==> src/inc/trip_logic_pkg.sv <==
package trip_logic_pkg;
	localparam int CLOCK_HZ = 100000000;
	localparam int MS_CYCLES = CLOCK_HZ / 1000;
	localparam logic [15:0] PULSE_MS_DEFAULT = 16'h0096;
	localparam logic [15:0] EVOLVE_MS_DEFAULT = 16'h03E8;
	localparam logic [15:0] TIME_MS_MIN = 16'h0032;
	localparam logic [15:0] TIME_MS_MAX = 16'hEA60;
	localparam logic [1:0] MODE_OFF = 2'h0;
	localparam logic [1:0] MODE_THREE = 2'h1;
	localparam logic [1:0] MODE_SELECT = 2'h2;
	localparam logic [11:0] ADDR_MODE = 12'h000;
	localparam logic [11:0] ADDR_PULSE = 12'h004;
	localparam logic [11:0] ADDR_EVOLVE = 12'h008;
	localparam logic [11:0] ADDR_STATUS = 12'h00C;
	localparam logic [11:0] ADDR_IRQ = 12'h010;
	localparam logic [11:0] ADDR_MASK = 12'h014;
	localparam int IRQ_BITS = 3;
	localparam int IRQ_TRIP = 0;
	localparam int IRQ_ALL = 1;
	localparam int IRQ_EVOLVE = 2;

	typedef struct packed {
		logic a;
		logic b;
		logic c;
	} phases_t;

	typedef struct packed {
		logic block;
		logic single;
		logic three;
		logic force_all;
		phases_t start;
	} request_t;
endpackage

==> src/design/phase_selective_trip_logic.sv <==
// The register addresses and the APB slave port are this design's own decisions.
`timescale 1ns/10ps
// Contract
// - mode setting: off, three-phase only, single-or-three; off after reset.
// - in off mode no trip output is ever driven.
// - minimum pulse setting 50 to 60000 ms, 1 ms step, default 150.
// - an asserted trip stays asserted at least the minimum pulse length unless blocked or set to off.
// - evolving fault wait setting 50 to 60000 ms, default 1000.
// - a new request during the evolving wait trips all three phases.
// - two phase starts also trip the third phase.
// - force input turns any trip into a three-phase trip.
// - reclosing can demand three-phase trip for a single-phase fault.
// - block input holds every trip output inactive.
// - one trip output per phase.
// - general trip output active for any trip.
// - three-phase indicator active when all three phases trip.
module phase_selective_trip_logic (
	input wire logic clock_in,
	input wire logic resetn_in,
	input wire logic trip_output_block_in,
	input wire logic single_phase_request_in,
	input wire logic three_phase_request_in,
	input wire logic phase_a_start_in,
	input wire logic phase_b_start_in,
	input wire logic phase_c_start_in,
	input wire logic force_all_phases_in,
	output logic phase_a_trip_out,
	output logic phase_b_trip_out,
	output logic phase_c_trip_out,
	output logic any_trip_out,
	output logic all_phase_trip_out,
	output logic irq_out,
	input wire logic psel,
	input wire logic penable,
	input wire logic pwrite,
	input wire logic [11:0] paddr,
	input wire logic [31:0] pwdata,
	output logic [31:0] prdata,
	output logic pready,
	output logic pslverr
);
	typedef enum logic [2:0] {
		ST_IDLE = 3'b001,
		ST_TRIP = 3'b010,
		ST_EVOLVE = 3'b100
	} state_t;

	trip_logic_pkg::request_t req;
	trip_logic_pkg::phases_t raw;
	trip_logic_pkg::phases_t held;
	trip_logic_pkg::phases_t next_held;
	state_t state;
	state_t next_state;
	logic [1:0] mode;
	logic [15:0] pulse_ms;
	logic [15:0] evolve_ms;
	logic [15:0] ms_count;
	logic [16:0] tick_div;
	logic tick;
	logic want;
	logic three_ph;
	logic two_starts;
	logic enabled;
	logic [trip_logic_pkg::IRQ_BITS-1:0] irq_status;
	logic [trip_logic_pkg::IRQ_BITS-1:0] irq_mask;
	logic [trip_logic_pkg::IRQ_BITS-1:0] irq_event;
	logic wr;
	logic rd_ok;
	logic [31:0] rd_word;
	logic prev_any;
	logic prev_all;
	logic evolve_hit;

	assign req = '{block: trip_output_block_in, single: single_phase_request_in,
		three: three_phase_request_in, force_all: force_all_phases_in,
		start: '{a: phase_a_start_in, b: phase_b_start_in, c: phase_c_start_in}};

	assign enabled = (mode != trip_logic_pkg::MODE_OFF) && !req.block;
	assign want = req.three || (req.single && (req.start != 3'h0));
	assign two_starts = (req.start.a && req.start.b) || (req.start.a && req.start.c)
		|| (req.start.b && req.start.c);
	// force input is how reclosing demands a three-phase trip
	assign three_ph = req.three || req.force_all || two_starts
		|| (mode == trip_logic_pkg::MODE_THREE)
		|| (state == ST_EVOLVE);

	always_comb begin
		raw = 3'h0;
		if (enabled && want) begin
			raw = three_ph ? 3'h7 : req.start;
		end
	end

	// millisecond tick from the system clock
	// 17 bits: one millisecond is more cycles than 16 bits can count
	always_ff @(posedge clock_in or negedge resetn_in) begin
		if (!resetn_in) begin
			tick_div <= 17'h00000;
		end else if (tick_div == 17'(trip_logic_pkg::MS_CYCLES - 1)) begin
			tick_div <= 17'h00000;
		end else begin
			tick_div <= tick_div + 17'h00001;
		end
	end
	assign tick = (tick_div == 17'(trip_logic_pkg::MS_CYCLES - 1));

	always_comb begin
		next_state = state;
		next_held = held;
		case (state)
			ST_IDLE: begin
				if (raw != 3'h0) begin
					next_state = ST_TRIP;
					next_held = raw;
				end
			end
			ST_TRIP: begin
				next_held = held | raw;
				if (raw == 3'h0 && ms_count >= pulse_ms) begin
					next_state = ST_EVOLVE;
					next_held = 3'h0;
				end
			end
			ST_EVOLVE: begin
				if (raw != 3'h0) begin
					next_state = ST_TRIP;
					next_held = raw;
				end else if (ms_count >= evolve_ms) begin
					next_state = ST_IDLE;
				end
			end
			default: begin
				next_state = ST_IDLE;
				next_held = 3'h0;
			end
		endcase
		if (!enabled) begin
			// off or blocked cancels even a running minimum pulse
			next_state = ST_IDLE;
			next_held = 3'h0;
		end
	end

	always_ff @(posedge clock_in or negedge resetn_in) begin
		if (!resetn_in) begin
			state <= ST_IDLE;
			held <= 3'h0;
		end else begin
			state <= next_state;
			held <= next_held;
		end
	end

	always_ff @(posedge clock_in or negedge resetn_in) begin
		if (!resetn_in) begin
			ms_count <= 16'h0000;
		end else if (next_state != state) begin
			ms_count <= 16'h0000;
		end else if (tick && ms_count != 16'hFFFF) begin
			ms_count <= ms_count + 16'h0001;
		end
	end

	// outputs straight from flops; held is cleared whenever disabled
	assign phase_a_trip_out = held.a;
	assign phase_b_trip_out = held.b;
	assign phase_c_trip_out = held.c;
	assign any_trip_out = held != 3'h0;
	assign all_phase_trip_out = held == 3'h7;

	assign wr = psel && penable && pwrite;
	assign pready = 1'b1;

	function automatic logic [15:0] clamp_ms(input logic [31:0] v);
		logic [15:0] r;
		r = v[15:0];
		if (v[31:16] != 16'h0000 || r > trip_logic_pkg::TIME_MS_MAX) begin
			r = trip_logic_pkg::TIME_MS_MAX;
		end else if (r < trip_logic_pkg::TIME_MS_MIN) begin
			r = trip_logic_pkg::TIME_MS_MIN;
		end
		return r;
	endfunction

	always_ff @(posedge clock_in or negedge resetn_in) begin
		if (!resetn_in) begin
			mode <= trip_logic_pkg::MODE_OFF;
			pulse_ms <= trip_logic_pkg::PULSE_MS_DEFAULT;
			evolve_ms <= trip_logic_pkg::EVOLVE_MS_DEFAULT;
			irq_mask <= '0;
		end else if (wr) begin
			case (paddr)
				trip_logic_pkg::ADDR_MODE: begin
					if (pwdata[1:0] != 2'h3) begin
						mode <= pwdata[1:0];
					end
				end
				trip_logic_pkg::ADDR_PULSE: pulse_ms <= clamp_ms(pwdata);
				trip_logic_pkg::ADDR_EVOLVE: evolve_ms <= clamp_ms(pwdata);
				trip_logic_pkg::ADDR_MASK: irq_mask <= pwdata[trip_logic_pkg::IRQ_BITS-1:0];
				default: begin
				end
			endcase
		end
	end

	always_ff @(posedge clock_in or negedge resetn_in) begin
		if (!resetn_in) begin
			prev_any <= 1'b0;
			prev_all <= 1'b0;
		end else begin
			prev_any <= next_held != 3'h0;
			prev_all <= next_held == 3'h7;
		end
	end
	assign evolve_hit = (state == ST_EVOLVE) && (next_state == ST_TRIP);
	assign irq_event[trip_logic_pkg::IRQ_TRIP] = (next_held != 3'h0) && !prev_any;
	assign irq_event[trip_logic_pkg::IRQ_ALL] = (next_held == 3'h7) && !prev_all;
	assign irq_event[trip_logic_pkg::IRQ_EVOLVE] = evolve_hit;

	genvar gi;
	generate
		for (gi = 0; gi < trip_logic_pkg::IRQ_BITS; gi++) begin : g_irq
			// set beats a clear in the same cycle
			always_ff @(posedge clock_in or negedge resetn_in) begin
				if (!resetn_in) begin
					irq_status[gi] <= 1'b0;
				end else if (irq_event[gi]) begin
					irq_status[gi] <= 1'b1;
				end else if (wr && paddr == trip_logic_pkg::ADDR_IRQ && pwdata[gi]) begin
					irq_status[gi] <= 1'b0;
				end
			end
		end
	endgenerate
	assign irq_out = |(irq_status & irq_mask);

	always_comb begin
		rd_ok = 1'b1;
		rd_word = 32'h00000000;
		case (paddr)
			trip_logic_pkg::ADDR_MODE: rd_word[1:0] = mode;
			trip_logic_pkg::ADDR_PULSE: rd_word[15:0] = pulse_ms;
			trip_logic_pkg::ADDR_EVOLVE: rd_word[15:0] = evolve_ms;
			trip_logic_pkg::ADDR_STATUS: rd_word[5:0] = {state == ST_EVOLVE,
				all_phase_trip_out, any_trip_out, held.c, held.b, held.a};
			trip_logic_pkg::ADDR_IRQ: rd_word[trip_logic_pkg::IRQ_BITS-1:0] = irq_status;
			trip_logic_pkg::ADDR_MASK: rd_word[trip_logic_pkg::IRQ_BITS-1:0] = irq_mask;
			default: rd_ok = 1'b0;
		endcase
	end

	always_ff @(posedge clock_in or negedge resetn_in) begin
		if (!resetn_in) begin
			prdata <= 32'h00000000;
		end else if (psel && !penable && !pwrite) begin
			prdata <= rd_word;
		end
	end
	assign pslverr = psel && penable && !rd_ok;
endmodule

==> config.mk <==
export PLATFORM = sky130hd
export DESIGN_NAME = phase_selective_trip_logic
export DESIGN_NICKNAME = d
export VERILOG_FILES = /design/src/inc/trip_logic_pkg.sv /design/src/design/phase_selective_trip_logic.sv
export SDC_FILE = /design/constraint.sdc
export NUM_CORES = 1
export LEC_CHECK = 0
export ABC_AREA = 1
export BUFFER_PORTS_ARGS = -buffer_cell sky130_fd_sc_hd__buf_2
export CORE_MARGIN = 10
export CORE_UTILIZATION = 35
export DETAILED_ROUTE_END_ITERATION = 6
export GPL_TIMING_DRIVEN = 0
export PLACE_DENSITY_LB_ADDON = 0.08
export SLEW_MARGIN = 10
export SYNTH_ARGS = -nofsm -noshare
export SYNTH_HDL_FRONTEND = slang
export SYNTH_SLANG_ARGS = --single-unit
export TNS_END_PERCENT = 50
==> constraint.sdc <==
create_clock -name clock_in -period 2.5 [get_ports clock_in]
set_input_delay 0.5 -clock clock_in [delete_from_list [all_inputs] [get_ports clock_in]]
set_output_delay 0.5 -clock clock_in [all_outputs]
set_load 0.1 [all_outputs]
### Yosys cells after proc, flatten, opt, wreduce, memory -nomap -nowiden

Index checks and enable logic that the tools add are counted.

* flip-flop bits (word level): 97
* bits in latches: 0
* memory bits (writable): 0
* ROM bits: 0
* input port bits: 56
* output and inout port bits: 40
* word-level logic and storage cells: 121
* memories kept: 0

* add/sub/neg operators: 2
* $mul: 0
* divide/modulo/power cells: 0
* order comparisons: 4
* equal/unequal tests: 16
* shift-type cells: 0
* mux-type cells: 28
* bitwise operators: 2
* reductions and logical operators: 53

Operators by type and width (count)
* 16-bit two-way mux: 4
* 16-bit >= comparator: 2
* 3-bit two-way mux: 10
* 12-bit by 4-bit == test with 1-bit output (second input constant): 2
* 12-bit by 5-bit == test with 1-bit output (second input constant): 2
* 1-bit logical AND: 20
* 10-bit case mux with 2 select lines: 1
* 3-bit case mux with 3 select lines: 2
* 17-bit by 1-bit adder with 17-bit output (second input constant): 1
* 17-bit == test (second input constant): 1
* 17-bit two-way mux: 1
* 16-bit by 1-bit adder with 16-bit output (second input constant): 1
* 16-bit greater-than comparator (second input constant): 1
* 16-bit by 6-bit < comparator with 1-bit output (second input constant): 1
* 16-bit inequality test (second input constant): 1
* 16-bit nonzero test: 1
* 12-bit by 3-bit == test with 1-bit output (second input constant): 1
* 12-bit zero test: 1
* 2-bit case mux with 6 select lines: 1
* 3-bit nonzero test: 4
* 2-bit nonzero test: 5
* 3-bit == test (second input constant): 3
* 1-bit logical OR: 8
* 1-bit two-way mux: 7
* 16 further kinds: 24

### Longest topological paths before layout

Gate-level depths: netlist of the first run.

* depth after elaboration: 16
* mapped depth: 19

### Worst setup path before layout of the first run

Ideal clock, no wire load.

* path kind: input -> output
* from: input port paddr[11]
* to: output port pslverr
* data arrival time: 3.756 ns
* data required time: 2.000 ns
* slack: -1.756 ns
* stages on the path: 6
* path buffers: 0
* cell sequence: nor2_1 nand2_1 inv_1 nand2_1 inv_1 nor4_1

* word-level cells in the longest chain between the ends: 5
* elaborated cells between the ends (all ways): 10
* those cells by class: 5 x eq/ne; 1 x mux; 4 x reduce/logical

RTL lines
* from (decl): line phase_selective_trip_logic.sv:36 `input wire logic [11:0] paddr,`
* 12-bit by 5-bit == test with 1-bit output, or another cell as far along: line phase_selective_trip_logic.sv:241 `case (paddr)`
* 6-bit OR reduction (no source line) (*)
* 1-bit two-way mux (*): line phase_selective_trip_logic.sv:241
* 1-bit zero test (*): line phase_selective_trip_logic.sv:260 `assign pslverr = psel && penable && !rd_ok;`
* 1-bit logical AND (*): line phase_selective_trip_logic.sv:260
* to (decl): line phase_selective_trip_logic.sv:40 `output logic pslverr`

Every way passes the cells marked *; elsewhere a longest branch is shown, timed or not.

### Worst setup path in the final report of the first run

* from: register evolve_ms[9]
* to: register ms_count[12]

* word-level cells in the longest chain between the ends: 7
* elaborated cells between the ends (all ways): 8
* those cells by class: 1 x order compare; 1 x eq/ne; 5 x mux; 1 x reduce/logical

RTL lines
* from (decl): line phase_selective_trip_logic.sv:56 `logic [15:0] evolve_ms;`
* from (signal assigned): line phase_selective_trip_logic.sv:189 `evolve_ms <= trip_logic_pkg::EVOLVE_MS_DEFAULT;`
* from (signal assigned): line phase_selective_trip_logic.sv:199 `trip_logic_pkg::ADDR_EVOLVE: evolve_ms <= clamp_ms(pwdata);`
* 16-bit >= comparator (*): line phase_selective_trip_logic.sv:128 `end else if (ms_count >= evolve_ms) begin`
* 3-bit two-way mux (*): line phase_selective_trip_logic.sv:128
* 3-bit two-way mux (*): line phase_selective_trip_logic.sv:125 `if (raw != 3'h0) begin`
* 3-bit case mux with 3 select lines (*): line phase_selective_trip_logic.sv:110 `case (state)`
* 3-bit two-way mux (*): line phase_selective_trip_logic.sv:137 `if (!enabled) begin`
* net next_state[0]: line phase_selective_trip_logic.sv:53 `state_t next_state;`
* 3-bit inequality test (*): line phase_selective_trip_logic.sv:157 `end else if (next_state != state) begin`
* 16-bit two-way mux or 2-bit nonzero test (tied branches)
* to (signal assigned): line phase_selective_trip_logic.sv:160 `ms_count <= ms_count + 16'h0001;`
* to (decl): line phase_selective_trip_logic.sv:57 `logic [15:0] ms_count;`

Mark *: on every way through the listed nets, which the timed path passes. The rest lies on a longest branch.
A chain may end at the register's enable or synchronous reset.

==> summary.md, run 1 <==
| Metric | Value |
|---|---|
| H-tree depth | 3 |
| Post-synthesis sequential area ratio | 0.3945 |
| Worst setup EP type | flip-flop |
| Via count normalized by instance count | approximately 4.7 |
| Share of the clock period used by the worst path | 0.9489 |
| Maximum fanout along the worst path | 6 |
| Floorplan die area | 23,400 um^2 |
| Most area-hungry cell type in the Yosys netlist | sky130_fd_sc_hd__dfrtp_1 |
| DIE HEIGHT | around 150 um |
| Clock tree sinks | slightly below 100 |
| Register-to-register path setup slack | 0.13 ns |
| Critical path arrival | approximately 2.7 ns |
| Share of power burned in combinational logic | 0.090 |
| Final Setup Violations | 0 |
| Sw Ratio | 0.2778 |
| Synth top area cells | sky130_fd_sc_hd__dfrtp_1, sky130_fd_sc_hd__nand2_1, sky130_fd_sc_hd__inv_1, sky130_fd_sc_hd__ha_1, sky130_fd_sc_hd__dfstp_2 |
| DRC violation count after routing | 0 |
| Required time worst endpoint | 2.79 ns |
| Cell Count Post-Placement | around 1.1k |
| Ys flop type | sky130_fd_sc_hd__dfrtp_1 |
| Critical Path Start Type | flip-flop |
| Total number of vias | between 5k and 6k |
| Number of standard cells in the layout, taps in and fillers out | roughly 1.1k |
| Setup clock skew after layout | 0.01284 ns |
| Synthesized instance count | ~800 |
| First DRT Iteration DRCs | 300 |
| Area of the mapped netlist | between 6000 and 7000 um^2 |
| Internal power summed over all cells | roughly 2300 uW |
| Cell at the root of the clock tree | sky130_fd_sc_hd__clkbuf_16 |
| Number of max-cap violations | 0 |
| NetSw | roughly 900 uW |
| Count of flip-flops with a built-in enable after synthesis | 0 |
| Register bit count reported by yosys | 97 |
| Share of post-route cells with drive strength above 1 | 0.2298 |
| Register-to-Register Path Depth | 13 |
| Maximum number of pins on one net before global-route repair | between 50 and 60 |
| Classification of the worst setup path | flip-flop to flip-flop |
| Post-synth top area share | 0.3478 |
| Global Route Usage Sum | 0.1446 |
| Number of nets with antenna violations after detailed routing | 0 |
| Wire per inst | ~15 um |
| Max Root-Sink Buffers | 2 |
| Effective utilization at floorplan | 0.3577 |
| Unique cell type count in the Yosys netlist | 53 |
| Number of inserted diodes | 0 |
| CTS tree | yes |
| Quantity of I/O buffers inserted on ports | around 80 |
| Fin. max-slew vios | 0 |
| Top library cells by usage in the layout, fill and taps aside | sky130_fd_sc_hd__nand2_1, sky130_fd_sc_hd__inv_1, sky130_fd_sc_hd__dfrtp_1 |
| Initial antenna violation count | 0 |
| Top-Level Pins | 96 |
| GPL Wtd Cong | around 0.82 |
| Final wirelength | 16,720 um |
| Most common cell after layout, fill and taps aside | sky130_fd_sc_hd__nand2_1 |
| Via count of the first global-routing pass | 5,409 |
| Worst slew slack as a fraction of its limit | 0.5810 |
| Critical register-to-register path startpoint | evolve_ms[9] |
| Warnings from Yosys | 0 |
| Clock insertion delay at the later pin of the skew report | about 0.36 ns |
| Slew at the pin closest to its max-slew limit | between 0.6 and 0.7 ns |
| Global-route congestion overflow total | 0 |
| Tightest Hold Check Type | input pin to asynchronous set/reset pin |
| Status | completed |
| Async set-reset flop share out of synthesis | 1.000 |
| Sequential share of power | 0.486 |
| HPWL reported at the end of detailed placement | 12,970 um |
| Clock slew at reported path FFs | around 0.080 ns |
| Final net count | 999 |
| Worst ir drop on vdd | around 340 uV |
| Post-Synthesis Mean Instance Area | between 7 and 8 um^2 |
| First-pass DRT Iterations | 4 |
| Final critical path time including I/O delays and setup | roughly 2.4 ns |
| Power per cell area | ~440 nW/um^2 |
| First-pass GRT wire length | approximately 28,000 um |
| Synthesis-to-layout area growth | 19.68% |
| Power share of the clock group | 0.424 |
| Placeable Area | approximately 17,000 um^2 |
| Post-cts hold buffer count | 0 |
| Crit Reg-Reg Endpoint | ms_count[12] |
| Rows | 48 |
| Achievable Freq | approximately 420 MHz |
| Static power due to leakage | roughly 0.004 uW |
| Accumulated negative setup slack | 0 ns |
| Number of hold violations in the final report | 0 |
| Die extent in x | 153.0 um |
| Cts bufs inserted | 9 |
Yosys cell counts (5+ instances only):
library cell	number
sky130_fd_sc_hd__a21oi_1	27
sky130_fd_sc_hd__buf_4	18
sky130_fd_sc_hd__clkbuf_1	9
sky130_fd_sc_hd__dfrtp_1	86
sky130_fd_sc_hd__dfstp_2	11
sky130_fd_sc_hd__ha_1	34
sky130_fd_sc_hd__inv_1	114
sky130_fd_sc_hd__inv_2	14
sky130_fd_sc_hd__nand2_1	185
sky130_fd_sc_hd__nand3_1	35
sky130_fd_sc_hd__nand4_1	26
sky130_fd_sc_hd__nor2_1	57
sky130_fd_sc_hd__nor2_2	9
sky130_fd_sc_hd__nor2_4	10
sky130_fd_sc_hd__nor3_1	17
sky130_fd_sc_hd__nor4_1	7
sky130_fd_sc_hd__o21ai_0	53
sky130_fd_sc_hd__o21ai_1	5
sky130_fd_sc_hd__o22ai_1	16
sky130_fd_sc_hd__xor2_1	13
worst max path at each step:
stage,cells after the start,end,startpoint,slack [ns]
6_report,13,ms_count[12],evolve_ms[9],0.13
5_1_grt,16,ms_count[7],evolve_ms[7],-0.05
4_1_cts,12,ms_count[13],evolve_ms[9],0.04
3_5_place_dp,9,pulse_ms[3],paddr[1],-0.006
3_3_place_gp,1,tick_div[10],resetn_in,-0.27
2_1_floorplan,2,all_phase_trip_out,phase_a_trip_out,-0.43
kinds of logic after synthesis:
family,count (synthesis),share of synthesized area
multiplexers,1,0.001618
buffers and inverters,161,0.1120
adder cells (fa/ha/maj),34,0.06876
XOR/XNOR,15,0.02123
AND/OR/NAND/NOR,369,0.2892
flip-flops,97,0.3945
AO/OA/AOI/OAI,119,0.1114
other,2,0.001214
critical path, cell delays in order (launching register included):
cell	delay [ns]
sky130_fd_sc_hd__dfstp_2	0.53
sky130_fd_sc_hd__inv_2	0.05
sky130_fd_sc_hd__ha_4	0.26
sky130_fd_sc_hd__nand2_2	0.06
sky130_fd_sc_hd__nor4_4	0.35
sky130_fd_sc_hd__nand2_2	0.12
sky130_fd_sc_hd__nand2_2	0.09
sky130_fd_sc_hd__nand2_2	0.07
sky130_fd_sc_hd__nand2_2	0.07
sky130_fd_sc_hd__nand2_1	0.06
sky130_fd_sc_hd__a21oi_2	0.18
sky130_fd_sc_hd__nand3_4	0.16
sky130_fd_sc_hd__clkbuf_16	0.22
sky130_fd_sc_hd__nor2_4	0.06
metal layers:
metal,share of wire,wire [um],vias to the layer above,track usage
li1,-,-,2796,-
met1,0.49,8210,2451,0.1967
met2,0.47,7782,82,0.2301
met3,0.032,529,15,0.02160
met4,0.012,201,0,0.04632
met5,0,0,-,0
stage by stage:
step                utilization  setup WS [ns]  hold WS [ns]  instance area [um^2]  total power [uW]
global route             0.4281       -0.04514       0.08920                  7405              3380
global placement         0.4010        -0.2719        0.4541                  6935              1890
finish                   0.4281         0.1277       0.06469                  7405              3235
floorplan                     -        -0.4279        0.2044                  6264              1790
CTS                      0.4197        0.03532       0.07152                  7259              3287
detailed placement       0.4029      -0.006429        0.4612                  6969              1896
repair_timing:
| item | 4_1_cts | 5_1_grt |
|---|---|---|
| setup buffers | 0 | 5 |
| setup endpoints to repair | 1 | 17 |
| pin swaps | 0 | 9 |
| cloned | 0 | 1 |
| resized for setup | 1 | 21 |
area by class of cell:
class | instances | area, um^2
Buffer | 32 | 209.0
Tap cell | 225 | 281.5
Clock inverter | 6 | 52.55
Clock buffer | 10 | 229.0
Timing Repair Buffer | 85 | 490.5
Fill cell | 1822 | 9892
Sequential cell | 97 | 2445
Multi-Input combinational cell | 555 | 3213
Inverter | 129 | 484.2
registers in the layout (all words and copies together) (netlist names), 2 cells and up:
register and count:
evolve_ms 16, irq_mask 3, irq_status 3, mode 2, ms_count 16, prdata 16
pulse_ms 16, state 3, tick_div 17
power groups by stage:
stage | Combinational (uW) | Clock, uW | Sequential, uW
2_1_floorplan | 186 | 0 | 1600
5_1_grt | 320 | 1490 | 1570
6_report | 293 | 1370 | 1570
3_5_place_dp | 294 | 0 | 1600
3_3_place_gp | 288 | 0 | 1600
4_1_cts | 294 | 1420 | 1570
Note: power is estimated with default switching activity, not from simulation.
==> run 2, diff against run 1 <==
Settings changed: CORE_UTILIZATION 35 to 58.
==> run 2 against run 1 <==
  * Clock power shrank 21%
  * Count of clock-buffer cells in the layout increased by 2
  * Fmax decreased by 0.24%
  * Critical path depth shrank 1
  * Combinational power hardly changed
  * Via count is 4.3% higher
  * First-iteration DRC count rose by 17%
  * Cell count is 8.0% lower
  * Wire length shrank 6.7%
  * Utilization increased by 27 points
  * Non-clock buffer count is 2 lower
  * Critical path type unchanged
  * Setup slack got worse by 0.0058 ns
  * Highest routed layer unchanged
  * Largest power group unchanged
==> summary.md, run 2 (synthesis gave the netlist of run 1 again) <==
| Metric | Value |
|---|---|
| Worst slew slack as a fraction of its limit | 0.5862 (+0.005266) |
| Share of post-route cells with drive strength above 1 | 0.2226 (-0.007172) |
| Cts bufs inserted | 9 (unchanged) |
| Number of max-cap violations | 0 (unchanged) |
| Worst-path cell with the longest stage delay | sky130_fd_sc_hd__dfstp_2 |
| Synthesis-to-layout area growth | 16.22% |
| Required time worst endpoint | 2.81 ns (+0.02 ns) |
| Global Route Usage Sum | 0.2067 (+0.06205) |
| Rows | 37 (-23%) |
| Total number of vias | 5,575 (+4.3%) |
| Critical Path Start Type | flip-flop |
| Crit Reg-Reg Endpoint | ms_count[15] |
| Largest reg by FF count | tick_div |
| HPWL reported at the end of detailed placement | 12,180 um (-6.1%) |
| Post-cts hold buffer count | 0 (unchanged) |
| H-tree depth | 3 (unchanged) |
| Worst ir drop on vdd | 269.9 uV (-20%) |
| Power per cell area | 409.5 nW/um^2 (-6.3%) |
| Most common cell after layout, fill and taps aside | sky130_fd_sc_hd__nand2_1 |
| Tightest Hold Check Type | input pin to asynchronous set/reset pin |
| Number of inserted diodes | 0 (unchanged) |
| Crit-path cells | inv_1 -> ha_1 -> a21oi_1 -> o21ai_1 -> a21oi_2 -> nand2_1 -> nand2_1 -> nand3_1 -> a21oi_2 -> nand3_4 -> clkbuf_16 -> nor2_4 |
| Quantity of I/O buffers inserted on ports | 78 (unchanged) |
| Top library cells by usage in the layout, fill and taps aside | sky130_fd_sc_hd__nand2_1, sky130_fd_sc_hd__inv_1, sky130_fd_sc_hd__dfrtp_1 |
| Max FFs per register | 17 (unchanged) |
| Via count normalized by instance count | 5.320 (+13%) |
| Setup clock skew after layout | 0.01484 ns (+0.001994 ns) |
| Worst setup EP type | flip-flop |
| Static power due to leakage | 0.003853 uW (-1.0%) |
| Status | completed |
| Clock slew at reported path FFs | 0.10 ns (+0.02 ns) |
| Worst hold slack | 0.1126 ns (+0.04788 ns) |
| Via count of the first global-routing pass | 5,507 (+1.8%) |
| Register-to-Register Path Depth | 12 (-1) |
| Register-to-register path setup slack | 0.12 ns (about the same) |
| DRC violation count after routing | 0 (unchanged) |
| Floorplan die area | 15,200 um^2 (-35%) |
| Critical register-to-register path startpoint | evolve_ms[9] |
| RSZ-0062 raised after global routing | true |
| Total power | 2945 uW (-9.0%) |
| Initial antenna violation count | 0 (unchanged) |
| Effective utilization at floorplan | 0.5966 (+0.2389) |
| Number of nets with antenna violations after detailed routing | 0 (unchanged) |
| Die extent in x | 123.3 um (-19%) |
| CTS tree | yes |
| Clock insertion delay at the later pin of the skew report | 0.38 ns (+0.02 ns) |
| Maximum number of pins on one net before global-route repair | 53 (unchanged) |
| Max Root-Sink Buffers | 2 (unchanged) |
| Final net count | 997 (-0.20%) |
| Final Setup Violations | 0 (unchanged) |
| Maximum fanout along the worst path | 7 (+1) |
| Clock tree sinks | 97 (unchanged) |
| Number of hold violations in the final report | 0 (unchanged) |
| Wire per inst | 14.89 um (+1.4%) |
| Global-route congestion overflow total | 0 (unchanged) |
| Achievable Freq | 420.5 MHz (-0.24%) |
| Slew at the pin closest to its max-slew limit | 0.6150 ns (-0.007827 ns) |
| Final critical path time including I/O delays and setup | 2.378 ns (+0.005806 ns) |
| Critical path arrival | 2.69 ns (+0.03 ns) |
| GPL Wtd Cong | 0.9701 (+19%) |
| First-pass GRT wire length | 25,360 um (-9.2%) |
| Classification of the worst setup path | flip-flop to flip-flop |
| DIE HEIGHT | 123.3 um (-19%) |
| Share of the clock period used by the worst path | 0.9512 (+0.002322) |
| Cell at the root of the clock tree | sky130_fd_sc_hd__clkbuf_8 |
| Placeable Area | 10,370 um^2 (-40%) |
| Largest stage delay on the critical path | 0.53 ns (about the same) |
| First DRT Iteration DRCs | 351 (+17%) |
| Top-Level Pins | 96 (unchanged) |
| Final wirelength | 15,600 um (-6.7%) |
| Fin. max-slew vios | 0 (unchanged) |
| First-pass DRT Iterations | 5 (+1) |
## run 2: cell types whose count changed in the layout (fill, tap and decap cells not counted), sizes merged
cell / before / now
inv: 130 / 128
clkinv: 4 / 3
buf: 107 / 105
bufinv: 0 / 1
clkbuf: 20 / 22
## run 2: final cells by class
| cell class | instances | area (um^2) |
|---|---|---|
| multi-input cells | 555 | 3209 |
| clock inverters | 4 | 51.30 |
| well taps | 136 | 170.2 |
| flip-flops and latches | 97 | 2444 |
| inverters | 129 | 484.2 |
| plain buffers | 32 | 209.0 |
| clock buffers | 12 | 155.1 |
| fillers | 898 | 3179 |
| repair buffers | 83 | 467.9 |
## run 2: what timing repair did
item	CTS	global route
buffers inserted	0	3
hold endpoints to repair	0	0
endpoints found under the setup margin	0	10
resized for setup	0	17
## run 2: worst max path at each step
| stage | startpoint | endpoint | cells past startpoint |
|---|---|---|---|
| after global routing | evolve_ms[3] | ms_count[14] | 17 |
| final | evolve_ms[9] | ms_count[15] | 12 |
| after detailed placement | evolve_ms[9] | ms_count[9] | 12 |
| after global placement | resetn_in | state[1] | 1 |
| after CTS | evolve_ms[9] | ms_count[13] | 12 |
| after floorplan | phase_a_trip_out | all_phase_trip_out | 2 |
## run 2: layer usage
layer,vias up,share of wire,GRT usage
li1,2783,-,-
met1,2599,0.42,0.2561
met5,-,0,0
met4,0,0.023,0.08297
met3,27,0.053,0.02735
met2,166,0.50,0.3569
## run 2: power breakdown
| part | switching, uW | internal, uW | leakage (uW) |
|---|---|---|---|
| Sequential | 0.879 | 1570 | 0.00118 |
| Combinational | 219 | 72.7 | 0.00257 |
| Clock | 564 | 518 | 0.000103 |
| Total | 783 | 2160 | 0.00385 |
## run 2: per-stage QoR
step	util	cells	TNS, ns	instance area [um^2]	worst slack [ns]
after floorplan	-	813	-0.8511	6264	-0.4279
after global placement	0.6581	1027	-1.047	6824	-0.01975
after detailed placement	0.6610	1028	0	6854	0.07366
after CTS	0.6809	1044	0	7061	0.04681
after global routing	0.6934	1048	-0.03344	7191	-0.01015
final	0.6934	1048	0	7191	0.1219
## run 2: worst max-delay path, delay by kind of cell (launching register included)
| kind | cells | cell delay (ns) |
|---|---|---|
| AO/OA/AOI/OAI | 4 | 0.66 |
| flip-flops | 1 | 0.53 |
| AND/OR/NAND/NOR | 5 | 0.50 |
| adder cells (fa/ha/maj) | 1 | 0.31 |
| buffers and inverters | 2 | 0.28 |
